<file path="config.mk">
export PLATFORM = sky130hd
export DESIGN_NAME = fsc_dev_flat
export DESIGN_NICKNAME = d
export VERILOG_FILES = /design/src/fsc_pkg.sv /design/src/fsc_link_if.sv /design/src/fsc_dev.sv /design/src/fsc_pin_sync.sv /design/src/flat_wrapper.sv
export VERILOG_INCLUDE_DIRS = /design/src
export SDC_FILE = /design/constraint.sdc
export NUM_CORES = 1
export LEC_CHECK = 0
export ABC_AREA = 1
export BUFFER_PORTS_ARGS = -buffer_cell sky130_fd_sc_hd__buf_2
export CORE_MARGIN = 1.5
export CORE_UTILIZATION = 55
export CTS_CLUSTER_DIAMETER = 200
export DETAILED_ROUTE_END_ITERATION = 16
export PLACE_DENSITY = 0.72
export SETUP_SLACK_MARGIN = 0.02
export SLEW_MARGIN = 5
export SYNTH_ARGS = -nofsm -noshare
export SYNTH_HDL_FRONTEND = slang
export SYNTH_SLANG_ARGS = --single-unit
export TNS_END_PERCENT = 30
</file>
<file path="constraint.sdc">
create_clock -name REF_CLK_I -period 7.45 [get_ports REF_CLK_I]
set_input_delay 0.3725 -clock REF_CLK_I [delete_from_list [all_inputs] [get_ports REF_CLK_I]]
set_output_delay 0.3725 -clock REF_CLK_I [all_outputs]
set_load 0.005 [all_outputs]
</file>
<file path="src/fsc_defs.svh">
// Constants of the frequency scan controller: word codes, fields, timing
// Functional notes
// - D13 picks waveform cycles or clock periods
// - Prefix 01 in D15:D14 loads increment interval
// - Hold count is 11 bits, at least 2
// - Hold up to 2047 base intervals each
// - D12:D11 multiplier of 1, 5, 100, 500
// - Multiplier applies to both count units
// - Scan spans step count intervals
// - Rising control pin starts from start frequency
// - Each step adds or subtracts frequency step, step-count times
// - Control D5 low: self-timed stepping
// - Control D5 high: pin edges start and step
// - Abort edge resets sequencer, output midscale
// - Standby freezes accumulator and output
// - Host resets around standby, then restarts
// - D9 selects sine table or triangle
// - D10 enables analog output
// - D8 enables inverted accumulator top bit
// - D2 enables marker, D3 selects its kind
// - Marker end-of-scan level or 4-clock pulse
// - Step count 12 bits, 2 to 4095
`ifndef FSC_DEFS_SVH
`define FSC_DEFS_SVH

// Word prefixes
`define FSC_PFX_INTERVAL 2'h1
`define FSC_PFX_CTRL     4'h0
`define FSC_PFX_STEPS    4'h1
`define FSC_PFX_DLSB     4'h2
`define FSC_PFX_DMSB     4'h3
`define FSC_PFX_FSLSB    4'hc
`define FSC_PFX_FSMSB    4'hd

// Field positions
`define FSC_IB_UNIT      13
`define FSC_DB_NEG       11
`define FSC_CB_DAC_EN    10
`define FSC_CB_SINE      9
`define FSC_CB_SQ_EN     8
`define FSC_CB_EXT       5
`define FSC_CB_MK_MODE   3
`define FSC_CB_MK_EN     2

// Time-base multipliers
`define FSC_MULT_1       9'h001
`define FSC_MULT_5       9'h005
`define FSC_MULT_100     9'h064
`define FSC_MULT_500     9'h1f4

// Output values and timing
`define FSC_MIDSCALE     10'h200
`define FSC_MARK_CYC     3'h4

// Reset values of hold count and step count
`define FSC_RST_IVAL     11'h002
`define FSC_RST_STEPS    12'h002

// Host register offsets and pin bit positions
`define FSC_H_SEND       2'h0
`define FSC_H_PINS       2'h1
`define FSC_PIN_CTRL     0
`define FSC_PIN_ABORT    1
`define FSC_PIN_STBY     2

`endif

</file>
<file path="src/fsc_pkg.sv">
// Types of the frequency scan controller
package fsc_pkg;

    // Scan sequencer states
    typedef enum logic [2:0] {
        FSC_IDLE = 3'b001,
        FSC_RUN  = 3'b010,
        FSC_DONE = 3'b100
    } fsc_state_e;

    // Device state
    typedef struct packed {
        fsc_state_e  state;
        logic [23:0] phase;
        logic [23:0] freq;
        logic [23:0] start_f;
        logic [22:0] delta;
        logic        dneg;
        logic [11:0] steps;
        logic [10:0] ival;
        logic        tunit;
        logic [1:0]  tmul;
        logic        dac_en;
        logic        sine;
        logic        sq_en;
        logic        ext;
        logic        mk_mode;
        logic        mk_en;
        logic [8:0]  pre;
        logic [10:0] hold;
        logic [11:0] left;
        logic [2:0]  mpulse;
        logic        eos;
        logic [9:0]  dac;
        logic        square;
    } fsc_dev_s;

    // Pin synchroniser state
    typedef struct packed {
        logic s1;
        logic s2;
        logic s3;
        logic lvl;
        logic rise;
    } fsc_sync_s;

    // Host state
    typedef struct packed {
        logic [15:0] word;
        logic        stb;
        logic [2:0]  pins;
        logic [15:0] rdata;
    } fsc_host_s;

endpackage

</file>
<file path="src/fsc_link_if.sv">
// Link between host and scan device: word port and control pins
`timescale 1ns/100ps
`default_nettype none
interface fsc_link_if;
    logic [15:0] word;
    logic        word_stb;
    logic        scan_ctrl;
    logic        scan_abort;
    logic        standby;

    modport dev (
        input word,
        input word_stb,
        input scan_ctrl,
        input scan_abort,
        input standby
    );

    modport host (
        output word,
        output word_stb,
        output scan_ctrl,
        output scan_abort,
        output standby
    );
endinterface
`default_nettype wire

</file>
<file path="src/fsc_dev.sv">
// Scan device end: word decode, sequencer, accumulator and outputs
`timescale 1ns/100ps
`default_nettype none
`include "fsc_defs.svh"
module fsc_dev (
    // Clock and reset
    input  wire logic    REF_CLK_I,
    input  wire logic    RSTN_I,
    // Link from host
    fsc_link_if.dev      LINK,
    // Analog path
    output logic [9:0]   DAC_DATA_O,
    output logic         DAC_ON_O,
    // Digital outputs
    output logic         SQUARE_WAVE_O,
    output logic         SCAN_MARKER_O,
    output logic         SCAN_MARKER_OE_O
);
    ////////////////////////////////////////////////////////////////////////
    // Quarter-wave sine table, 32 entries of amplitude above midscale
    localparam logic [0:31][8:0] SINE_Q = {
        9'h00d, 9'h026, 9'h03f, 9'h057, 9'h070, 9'h088, 9'h0a0, 9'h0b8,
        9'h0cf, 9'h0e6, 9'h0fc, 9'h111, 9'h126, 9'h13a, 9'h14e, 9'h160,
        9'h172, 9'h183, 9'h193, 9'h1a2, 9'h1b0, 9'h1bd, 9'h1c8, 9'h1d3,
        9'h1dd, 9'h1e5, 9'h1ed, 9'h1f3, 9'h1f7, 9'h1fb, 9'h1fe, 9'h1ff
    };

    // Multiplier code to base events per hold tick
    function automatic logic [8:0] mult_of(input logic [1:0] code);
        logic [8:0] m;
        m = `FSC_MULT_1;
        unique case (code)
            2'h0: m = `FSC_MULT_1;
            2'h1: m = `FSC_MULT_5;
            2'h2: m = `FSC_MULT_100;
            2'h3: m = `FSC_MULT_500;
        endcase
        return m;
    endfunction

    // Phase to sine sample
    function automatic logic [9:0] sine_of(input logic [23:0] ph);
        logic [4:0] idx;
        logic [9:0] amp;
        idx = ph[22] ? ~ph[21:17] : ph[21:17];
        amp = {1'b0, SINE_Q[idx]};
        return ph[23] ? 10'(`FSC_MIDSCALE - amp) : 10'(`FSC_MIDSCALE + amp);
    endfunction

    ////////////////////////////////////////////////////////////////////////
    // Pin synchronisers: control, abort, standby
    logic [2:0] pin_raw;
    logic [2:0] pin_lvl;
    logic [2:0] pin_rise;

    assign pin_raw = {LINK.standby, LINK.scan_abort, LINK.scan_ctrl};

    // One synchroniser per pin
    for (genvar g = 0; g < 3; g++) begin : g_sync
        fsc_pin_sync u_sync (
            .REF_CLK_I (REF_CLK_I),
            .RSTN_I    (RSTN_I),
            .PIN_I     (pin_raw[g]),
            .LEVEL_O   (pin_lvl[g]),
            .RISE_O    (pin_rise[g])
        );
    end

    logic ctrl_rise;
    logic abort_rise;
    logic stby;

    assign ctrl_rise  = pin_rise[0];
    assign abort_rise = pin_rise[1];
    assign stby       = pin_lvl[2];

    ////////////////////////////////////////////////////////////////////////
    // State
    fsc_pkg::fsc_dev_s r;
    fsc_pkg::fsc_dev_s next_r;

    // Sequencer, word decode and output shaping
    always_comb begin
        logic [24:0] acc;
        logic        wrap;
        logic        ev;
        logic        tick;
        logic        step;
        logic [15:0] w;
        acc    = {1'b0, r.phase} + {1'b0, r.freq};
        wrap   = acc[24];
        ev     = 1'b0;
        tick   = 1'b0;
        step   = 1'b0;
        w      = LINK.word;
        next_r = r;
        if (!stby) begin
            // Accumulator runs at the current word
            if (r.state != fsc_pkg::FSC_IDLE) begin
                next_r.phase = acc[23:0];
            end
            if (r.mpulse != 3'h0) begin
                next_r.mpulse = 3'(r.mpulse - 3'h1);
            end

            // Base event: a clock period or a completed output cycle
            ev = r.tunit ? 1'b1 : wrap;

            // Sequencer
            unique case (r.state)
                fsc_pkg::FSC_IDLE: begin
                    if (ctrl_rise) begin
                        next_r.state = fsc_pkg::FSC_RUN;
                        next_r.freq  = r.start_f;
                        next_r.phase = '0;
                        next_r.pre   = '0;
                        next_r.hold  = '0;
                        next_r.left  = r.steps;
                        next_r.eos   = 1'b0;
                    end
                end
                fsc_pkg::FSC_RUN: begin
                    if (r.ext) begin
                        step = ctrl_rise;
                    end else if (ev) begin
                        if (r.pre == 9'(mult_of(r.tmul) - 9'h1)) begin
                            next_r.pre = '0;
                            tick       = 1'b1;
                        end else begin
                            next_r.pre = 9'(r.pre + 9'h1);
                        end
                        if (tick) begin
                            if (r.hold == 11'(r.ival - 11'h1)) begin
                                next_r.hold = '0;
                                step        = 1'b1;
                            end else begin
                                next_r.hold = 11'(r.hold + 11'h1);
                            end
                        end
                    end
                    if (step) begin
                        next_r.freq = r.dneg ?
                            24'(r.freq - {1'b0, r.delta}) :
                            24'(r.freq + {1'b0, r.delta});
                        next_r.left   = 12'(r.left - 12'h1);
                        next_r.mpulse = `FSC_MARK_CYC;
                        if (r.left <= 12'h1) begin
                            next_r.state = fsc_pkg::FSC_DONE;
                            next_r.eos   = 1'b1;
                        end
                    end
                end
                fsc_pkg::FSC_DONE: begin
                    next_r.state = fsc_pkg::FSC_DONE;
                end
            endcase

            // Word decode
            if (LINK.word_stb) begin
                if (w[15:14] == `FSC_PFX_INTERVAL) begin
                    next_r.tunit = w[`FSC_IB_UNIT];
                    next_r.tmul  = w[12:11];
                    next_r.ival  = w[10:0];
                end else begin
                    unique case (w[15:12])
                        `FSC_PFX_STEPS: next_r.steps = w[11:0];
                        `FSC_PFX_DLSB:  next_r.delta[11:0] = w[11:0];
                        `FSC_PFX_DMSB: begin
                            next_r.delta[22:12] = w[10:0];
                            next_r.dneg         = w[`FSC_DB_NEG];
                        end
                        `FSC_PFX_FSLSB: next_r.start_f[11:0]  = w[11:0];
                        `FSC_PFX_FSMSB: next_r.start_f[23:12] = w[11:0];
                        `FSC_PFX_CTRL: begin
                            next_r.dac_en  = w[`FSC_CB_DAC_EN];
                            next_r.sine    = w[`FSC_CB_SINE];
                            next_r.sq_en   = w[`FSC_CB_SQ_EN];
                            next_r.ext     = w[`FSC_CB_EXT];
                            next_r.mk_mode = w[`FSC_CB_MK_MODE];
                            next_r.mk_en   = w[`FSC_CB_MK_EN];
                            // A control write also resets the sequencer
                            next_r.state   = fsc_pkg::FSC_IDLE;
                            next_r.phase   = '0;
                            next_r.mpulse  = '0;
                            next_r.eos     = 1'b0;
                        end
                        default: ;
                    endcase
                end
            end

            // Abort wins over everything else except standby
            if (abort_rise) begin
                next_r.state  = fsc_pkg::FSC_IDLE;
                next_r.phase  = '0;
                next_r.pre    = '0;
                next_r.hold   = '0;
                next_r.mpulse = '0;
                next_r.eos    = 1'b0;
            end

            // Output shaping from the current phase
            if (r.state == fsc_pkg::FSC_IDLE) begin
                next_r.dac    = `FSC_MIDSCALE;
                next_r.square = 1'b0;
            end else begin
                next_r.dac = r.sine ? sine_of(r.phase) :
                    (r.phase[23] ? ~r.phase[22:13] : r.phase[22:13]);
                next_r.square = r.sq_en & ~r.phase[23];
            end
        end
    end

    // State register
    always_ff @(posedge REF_CLK_I) begin
        if (!RSTN_I) begin
            r       <= '0;
            r.state <= fsc_pkg::FSC_IDLE;
            r.ival  <= `FSC_RST_IVAL;
            r.steps <= `FSC_RST_STEPS;
            r.dac   <= `FSC_MIDSCALE;
        end else begin
            r <= next_r;
        end
    end

    ////////////////////////////////////////////////////////////////////////
    // Outputs
    assign DAC_DATA_O       = r.dac;
    assign DAC_ON_O         = r.dac_en;
    assign SQUARE_WAVE_O    = r.square;
    assign SCAN_MARKER_OE_O = r.mk_en;
    assign SCAN_MARKER_O    = r.mk_en &
        (r.mk_mode ? r.eos : (r.mpulse != 3'h0));
endmodule
`default_nettype wire

</file>
<file path="src/fsc_pin_sync.sv">
// Three-stage pin synchroniser with rising-edge pulse
`timescale 1ns/100ps
`default_nettype none
module fsc_pin_sync (
    // Clock and reset
    input  wire logic REF_CLK_I,
    input  wire logic RSTN_I,
    // Pin and results
    input  wire logic PIN_I,
    output logic      LEVEL_O,
    output logic      RISE_O
);
    fsc_pkg::fsc_sync_s r;
    fsc_pkg::fsc_sync_s next_r;

    // Level accepted once stages two and three agree
    always_comb begin
        next_r      = r;
        next_r.s1   = PIN_I;
        next_r.s2   = r.s1;
        next_r.s3   = r.s2;
        next_r.rise = 1'b0;
        if (r.s2 == r.s3) begin
            next_r.lvl  = r.s3;
            next_r.rise = r.s3 & ~r.lvl;
        end
    end

    // State register
    always_ff @(posedge REF_CLK_I) begin
        if (!RSTN_I) begin
            r <= '0;
        end else begin
            r <= next_r;
        end
    end

    assign LEVEL_O = r.lvl;
    assign RISE_O  = r.rise;
endmodule
`default_nettype wire

</file>
<file path="src/flat_wrapper.sv">
// flat-port wrapper written by rule: the top's interface ports become plain ports
module fsc_dev_flat 
  (REF_CLK_I, RSTN_I, DAC_DATA_O, DAC_ON_O, SQUARE_WAVE_O, SCAN_MARKER_O, SCAN_MARKER_OE_O, LINK_word, LINK_word_stb, LINK_scan_ctrl, LINK_scan_abort, LINK_standby);
  fsc_link_if LINK_i ();
  input  wire logic REF_CLK_I;
  input  wire logic RSTN_I;
  output logic [9:0] DAC_DATA_O;
  output logic DAC_ON_O;
  output logic SQUARE_WAVE_O;
  output logic SCAN_MARKER_O;
  output logic SCAN_MARKER_OE_O;
  input wire logic [$bits(LINK_i.word)-1:0] LINK_word;
  input wire logic [$bits(LINK_i.word_stb)-1:0] LINK_word_stb;
  input wire logic [$bits(LINK_i.scan_ctrl)-1:0] LINK_scan_ctrl;
  input wire logic [$bits(LINK_i.scan_abort)-1:0] LINK_scan_abort;
  input wire logic [$bits(LINK_i.standby)-1:0] LINK_standby;
  assign LINK_i.word = LINK_word;
  assign LINK_i.word_stb = LINK_word_stb;
  assign LINK_i.scan_ctrl = LINK_scan_ctrl;
  assign LINK_i.scan_abort = LINK_scan_abort;
  assign LINK_i.standby = LINK_standby;
  fsc_dev u_core (.REF_CLK_I(REF_CLK_I), .RSTN_I(RSTN_I), .LINK(LINK_i), .DAC_DATA_O(DAC_DATA_O), .DAC_ON_O(DAC_ON_O), .SQUARE_WAVE_O(SQUARE_WAVE_O), .SCAN_MARKER_O(SCAN_MARKER_O), .SCAN_MARKER_OE_O(SCAN_MARKER_OE_O));
endmodule
</file>
* Word level (Yosys, flattened, before mapping)
Memories as Yosys holds them, arrays and structs flattened. Index checks and enable logic that the tools add are counted.
Storage, ports and cells: output and inout bits 14, input port bits 22, memory bits (read-only) 288, register bits after elaboration 192, memories 1, word-level logic and storage cells 162
Cells by class: reduce and logical (&&, ||, !) cells 17, add/sub/neg operators 11, bitwise gates (word level) 12, $lt $le $gt $ge 2, muxes and demuxes 56, eq/ne operators 24
Memory list:
- (name not given) | depth 32, bits a word 9, read ports 1, clocked after memory_dff 0, write ports 0, RTL line fsc_dev.sv:46 | amp = {1'b0, SINE_Q[idx]};
Operator list (count):
- $mux 27 | 4
- $mux 24 | 4
- $pmux 32 s2 | 1
- $mux 9 | 7
- $mux 20 | 3
- $mux 51 | 1
- $pmux 24 s2 | 1
- $pmux 9 s4 | 1
- $mux 11 | 3
- $mux 32 | 1
- $mux 10 | 3
- $reduce_and 4->1 | 7
- $add 24x24->25 | 1
- $add 24x23->24 | 1
- $sub 24x23->24 | 1
- $mux 16 | 1
- $mux 4 | 4
- $mux 1 | 15
- $le 12x1->1 const B | 1
- $mux 3 | 4
- $sub 12x1->12 const B | 1
- $add 11x1->11 const B | 1
- $eq 11x11->1 | 1
- $sub 11x1->11 const B | 1
- 37 further kinds | 54

* Longest topological paths before layout
depth after elaboration 24, gate-level depth with buffers 24

* By module
From an unflattened synthesis, not the netlist that was laid out.
Unflattened totals: cell total of the unflattened synthesis 1863, area, all modules 12383.1 µm²
By module, submodules not included:
- fsc_dev | instances 1, cells each 1815, area an instance 11936.4 µm², sequential area each 3563.4 µm²
- fsc_pin_sync | instances 3, cells each 16, area an instance 148.9 µm², sequential area each 100.1 µm²

* Worst setup path after synthesis
Ideal clock, no wire load.
path kind reg2reg, start point register u_core.r[81] (netlist name), end point register u_core.r[148] (netlist name), library setup time 0.070 ns, arrival time 3.056 ns, stages on the path, launching flop included 22, data required time 7.380 ns, path slack 4.325 ns, period minus slack after synthesis 3.125 ns, cells stage by stage dfxtp_1 > inv_1 > ha_1 > inv_1 > nor2_1 > nand3_1 > nor3_1 > nand2_1 > nor3_1 > nand3_1 > nand2_1 > o211ai_1 > xor2_1 > ha_1 > nand2_1 > nor3_1 > nand3_1 > nand3_1 > a31o_2 > o21ai_0 > a21o_1 > a21oi_1
Between the ends: longest elaborated chain between the ends 4, elaborated cells on any way between the ends 5, those cells by class add/sub (2); mux (3)
RTL lines:
- start: declaration | RTL line fsc_dev.sv:79 | fsc_pkg::fsc_dev_s r;
- start signal: assignment | RTL line fsc_dev.sv:223 | r <= next_r;
- $add 24x23->24 / $sub 24x23->24 (equally long branches) | RTL line fsc_dev.sv:144, fsc_dev.sv:143
- $mux 24 * | RTL line fsc_dev.sv:142 | next_r.freq = r.dneg ?
- $mux 24 * | RTL line fsc_dev.sv:141 | if (step) begin
- $pmux 24 s2 * | RTL line fsc_dev.sv:110 | unique case (r.state)
Every way passes the cells marked *; elsewhere a longest branch is shown, timed or not. The select of a mux whose other input is x is not followed. A chain may end at the register's enable or synchronous reset.

* Worst setup path in the final report
Same ends and word-level chain as after synthesis.

==> reports/metrics.yaml <==
status: "finished, final reports clean"
routed_via_density: 5.629
via_count: 12080
fmax_mhz: 273.0
cts_buffer_depth: 2
p_int_mw: 1.632
placed_cells: 2114
grt_antenna_before_repair: 0
synth-edff-count: 0
dpl_cell_area_mm2: 0.01248
synth_flop_cell: "dfxtp_1"
required_ns: 7.84
synth_area_leaders: "dfxtp_1, nand2_1, o21ai_0"
synthCells: 1867
root_buffer: "clkbuf_16"
dr.first_iter.drc_count: 888
setup_violations: 0
grt.total_usage_pct: 29.17
critPathBufInv: 2
synth_seq_area_share_pct: 31.33
timing.hold.ws_ns: 0.1008
die_w_um: 152.4
clk_latency_ns: 0.45
worstSetupStartpointType: "flip-flop"
cp.depth: 21
slowest_stage: "ha_1"
combPwrFrac_pct: 15.2
synth.most_common_cell: "nand2_1"
final.period_utilization_pct: 49.16
io_buffers: 35
fillers: 2105
gr-total-overflow: 0
leakage_nw: 5.836
grt_setup_unrepaired: "no"
pre_cts_ws_ns: 3.890
gp_congestion: 0.9826
power.density_mw_per_mm2: 182.1
drive_above_1_share_pct: 5.734
rr_worst_depth: 21
final_core_util_pct: 59.98
tightestPinTransition_ns: 0.9248
critical-path-top-delay-family: "simple AND/OR/NAND/NOR gates"
power_frac_clock_pct: 39.9
crit_fanout: 5
maxCapViolCount: 0
peakVddDrop_uv: 140.9
io_pins: 36
die_y_um: 152.4
clk_pin_slew_ns: 0.08
syn_area_per_cell_um2: 6.572
grt_max_degree: 102
fin_area_mm2: 0.01309
hpwl_mm: 24.54
cts_num_sinks: 192
syn_nets: 1951
finalMaxSlewViolations: 0
ys_warn_count: 0
fin_cells: 2146
fin_ws_ns: 3.788
fin_nets: 1937
max_slew_margin_pct: 36.75
dieArea_mm2: 0.02321
cts_buffers: 17
finalCriticalPeriod_ns: 3.662
grt_pass1_wl_mm: 55.43
hold_violations: 0
ys_ff_latch: 192
ys_async_sr_fraction_pct: 0
netSwitchingPower_uw: 751.6
clock_skew_ns: 0.01804
fp.coreArea_mm2: 0.02182
post_cts_buffers: 0
critPathCaptureType: "flip-flop"
initial_core_util_pct: 56.22
power_mw: 2.384
max_stage_delay_ns: 0.36
antenna_cells: 0
min_path_type: "in -> reg"
cts_resized: 0
cp_common_cell: "nand3_1"
crit_chain: "inv_1, ha_1, inv_1, nor2_1, nand3_1, nor3_1, nand2_1, nor3_1, nand3_1, nand2_1, o211ai_1, xor2_1, ha_1, nand2_1, nor3_1, nand3_1, nand3_1, a31o_2, o21ai_0, a21o_1, a21oi_1"
synth_top_area_share_pct: 31.33
sw_frac_of_total_pct: 31.53
drc: 0
ant_nets: 0
area_growth_pct: 6.690
fin_tns_setup_ns: 0
ys_top_cells_by_count: "nand2_1, nor2_1, o21ai_0"
path_class: "reg -> reg"
worst_ep_arrival_time_ns: 4.05
synthDistinctLibCells: 51
dr.pass1.iters: 6
syn_area_mm2: 0.01227
routedWlPerCell_um: 15.63
yosys.area.top_type: "dfxtp_1"
whs_path_depth: 3
htreeDepth: 4
p_seq_share_pct: 44.9
fp-row-count: 54
holdBufCountCts: 0
routed_wl_mm: 33.54
cts_tree: "built"
grt_pass1_vias: 11170
## worst register-to-register path: cells and delay by family (launching register included)
kind            cells  cell delay, ns
compound gates      5            0.71
flops               1            0.30
xor+xnor            1            0.18
buf+inv             2            0.16
simple gates       11            1.72
fa+ha+maj           2            0.52
## path summary, 6_finish.rpt
path / endpoint / slack (ns) / from
setup / recovery: u_core.r[148]$_SDFFE_PN0P_ / 3.79 / u_core.r[81]$_SDFFE_PN0P_
hold / removal: u_core.g_sync[1].u_sync.next_r[3]$_SDFF_PN0_ / 0.10 / LINK_scan_abort
setup reg to reg: u_core.r[148]$_SDFFE_PN0P_ / 3.79 / u_core.r[81]$_SDFFE_PN0P_
hold reg to reg: u_core.g_sync[0].u_sync.next_r[2]$_SDFF_PN0_ / 0.42 / u_core.g_sync[0].u_sync.next_r[3]$_SDFF_PN0_
## power by group through the flow
| stage | combinational, mW | clock, mW | sequential [mW] |
|---|---|---|---|
| floorplan | 0.275 | 0 | 1.09 |
| global placement | 0.348 | 0 | 1.09 |
| detailed placement | 0.354 | 0 | 1.09 |
| CTS | 0.357 | 0.962 | 1.07 |
| global route | 0.412 | 1.00 | 1.07 |
| finish | 0.362 | 0.952 | 1.07 |
## sequential cells by signal (all words and copies together) (netlist names)
| name | count |
|---|---|
| u_core.DAC_DATA_O | 10 |
| u_core.DAC_ON_O | 1 |
| u_core.SCAN_MARKER_OE_O | 1 |
| u_core.SQUARE_WAVE_O | 1 |
| u_core.g_sync.u_sync.LEVEL_O | 3 |
| u_core.g_sync.u_sync.RISE_O | 2 |
| u_core.g_sync.u_sync.next_r | 6 |
| u_core.g_sync.u_sync.r | 3 |
| u_core.r | 165 |
## placed cells by master (no fill, tap or decap), types with 3 or more instances in the layout
master,netlist,routed
clkinv_8,0,5
a31oi_1,4,4
nor3_2,3,3
nor4_1,4,4
nor3b_1,3,3
o211ai_1,8,8
a21boi_0,3,3
buf_4,12,7
ha_1,60,60
nor2_1,242,242
buf_2,5,34
inv_1,198,198
nor2_4,4,4
xnor2_1,19,19
nand4_1,17,17
nor3_1,31,31
or2_2,7,7
nor2_2,4,4
nand2_1,369,369
inv_2,4,4
a211oi_1,6,6
o21bai_1,13,13
a21o_1,4,4
nand3_1,83,83
o22ai_1,12,12
clkbuf_16,0,17
o21ai_0,206,206
a22oi_1,4,4
nand3_2,3,3
a21oi_1,194,194
inv_8,0,5
o21ai_1,18,18
xor2_1,57,57
dfxtp_1,192,191
## kinds of logic (layout without fill, tap and decap cells)
family | Yosys count | count (layout) | share of synthesized area, %
XOR/XNOR | 78 | 78 | 5.741
buffers and inverters | 277 | 276 | 9.198
adder cells (fa/ha/maj) | 62 | 62 | 6.445
AO/OA/AOI/OAI | 481 | 481 | 20.81
AND/OR/NAND/NOR | 777 | 777 | 26.47
flip-flops | 192 | 192 | 31.33
## routing by layer
metal | wire [um] | track usage, % | vias up
met2 | 14770 | 47.02 | 377
met3 | 2457 | 4.295 | 59
met4 | 701 | 9.015 | 0
met1 | 15600 | 40.31 | 5528
met5 | 0 | 0 | -
li1 | - | - | 6115
## final cells by class
| cell class | count | area, um^2 | share of cell area (%) |
|---|---|---|---|
| clock buffers | 17 | 425.4 | 3.250 |
| clock inverters | 15 | 187.7 | 1.434 |
| inverters | 203 | 762.0 | 5.821 |
| multi-input cells | 1398 | 7297 | 55.74 |
| flip-flops and latches | 192 | 3845 | 29.37 |
| well taps | 280 | 350.3 | 2.676 |
| repair buffers | 41 | 222.7 | 1.701 |
No activity file was read; power rests on OpenSTA's default activity.
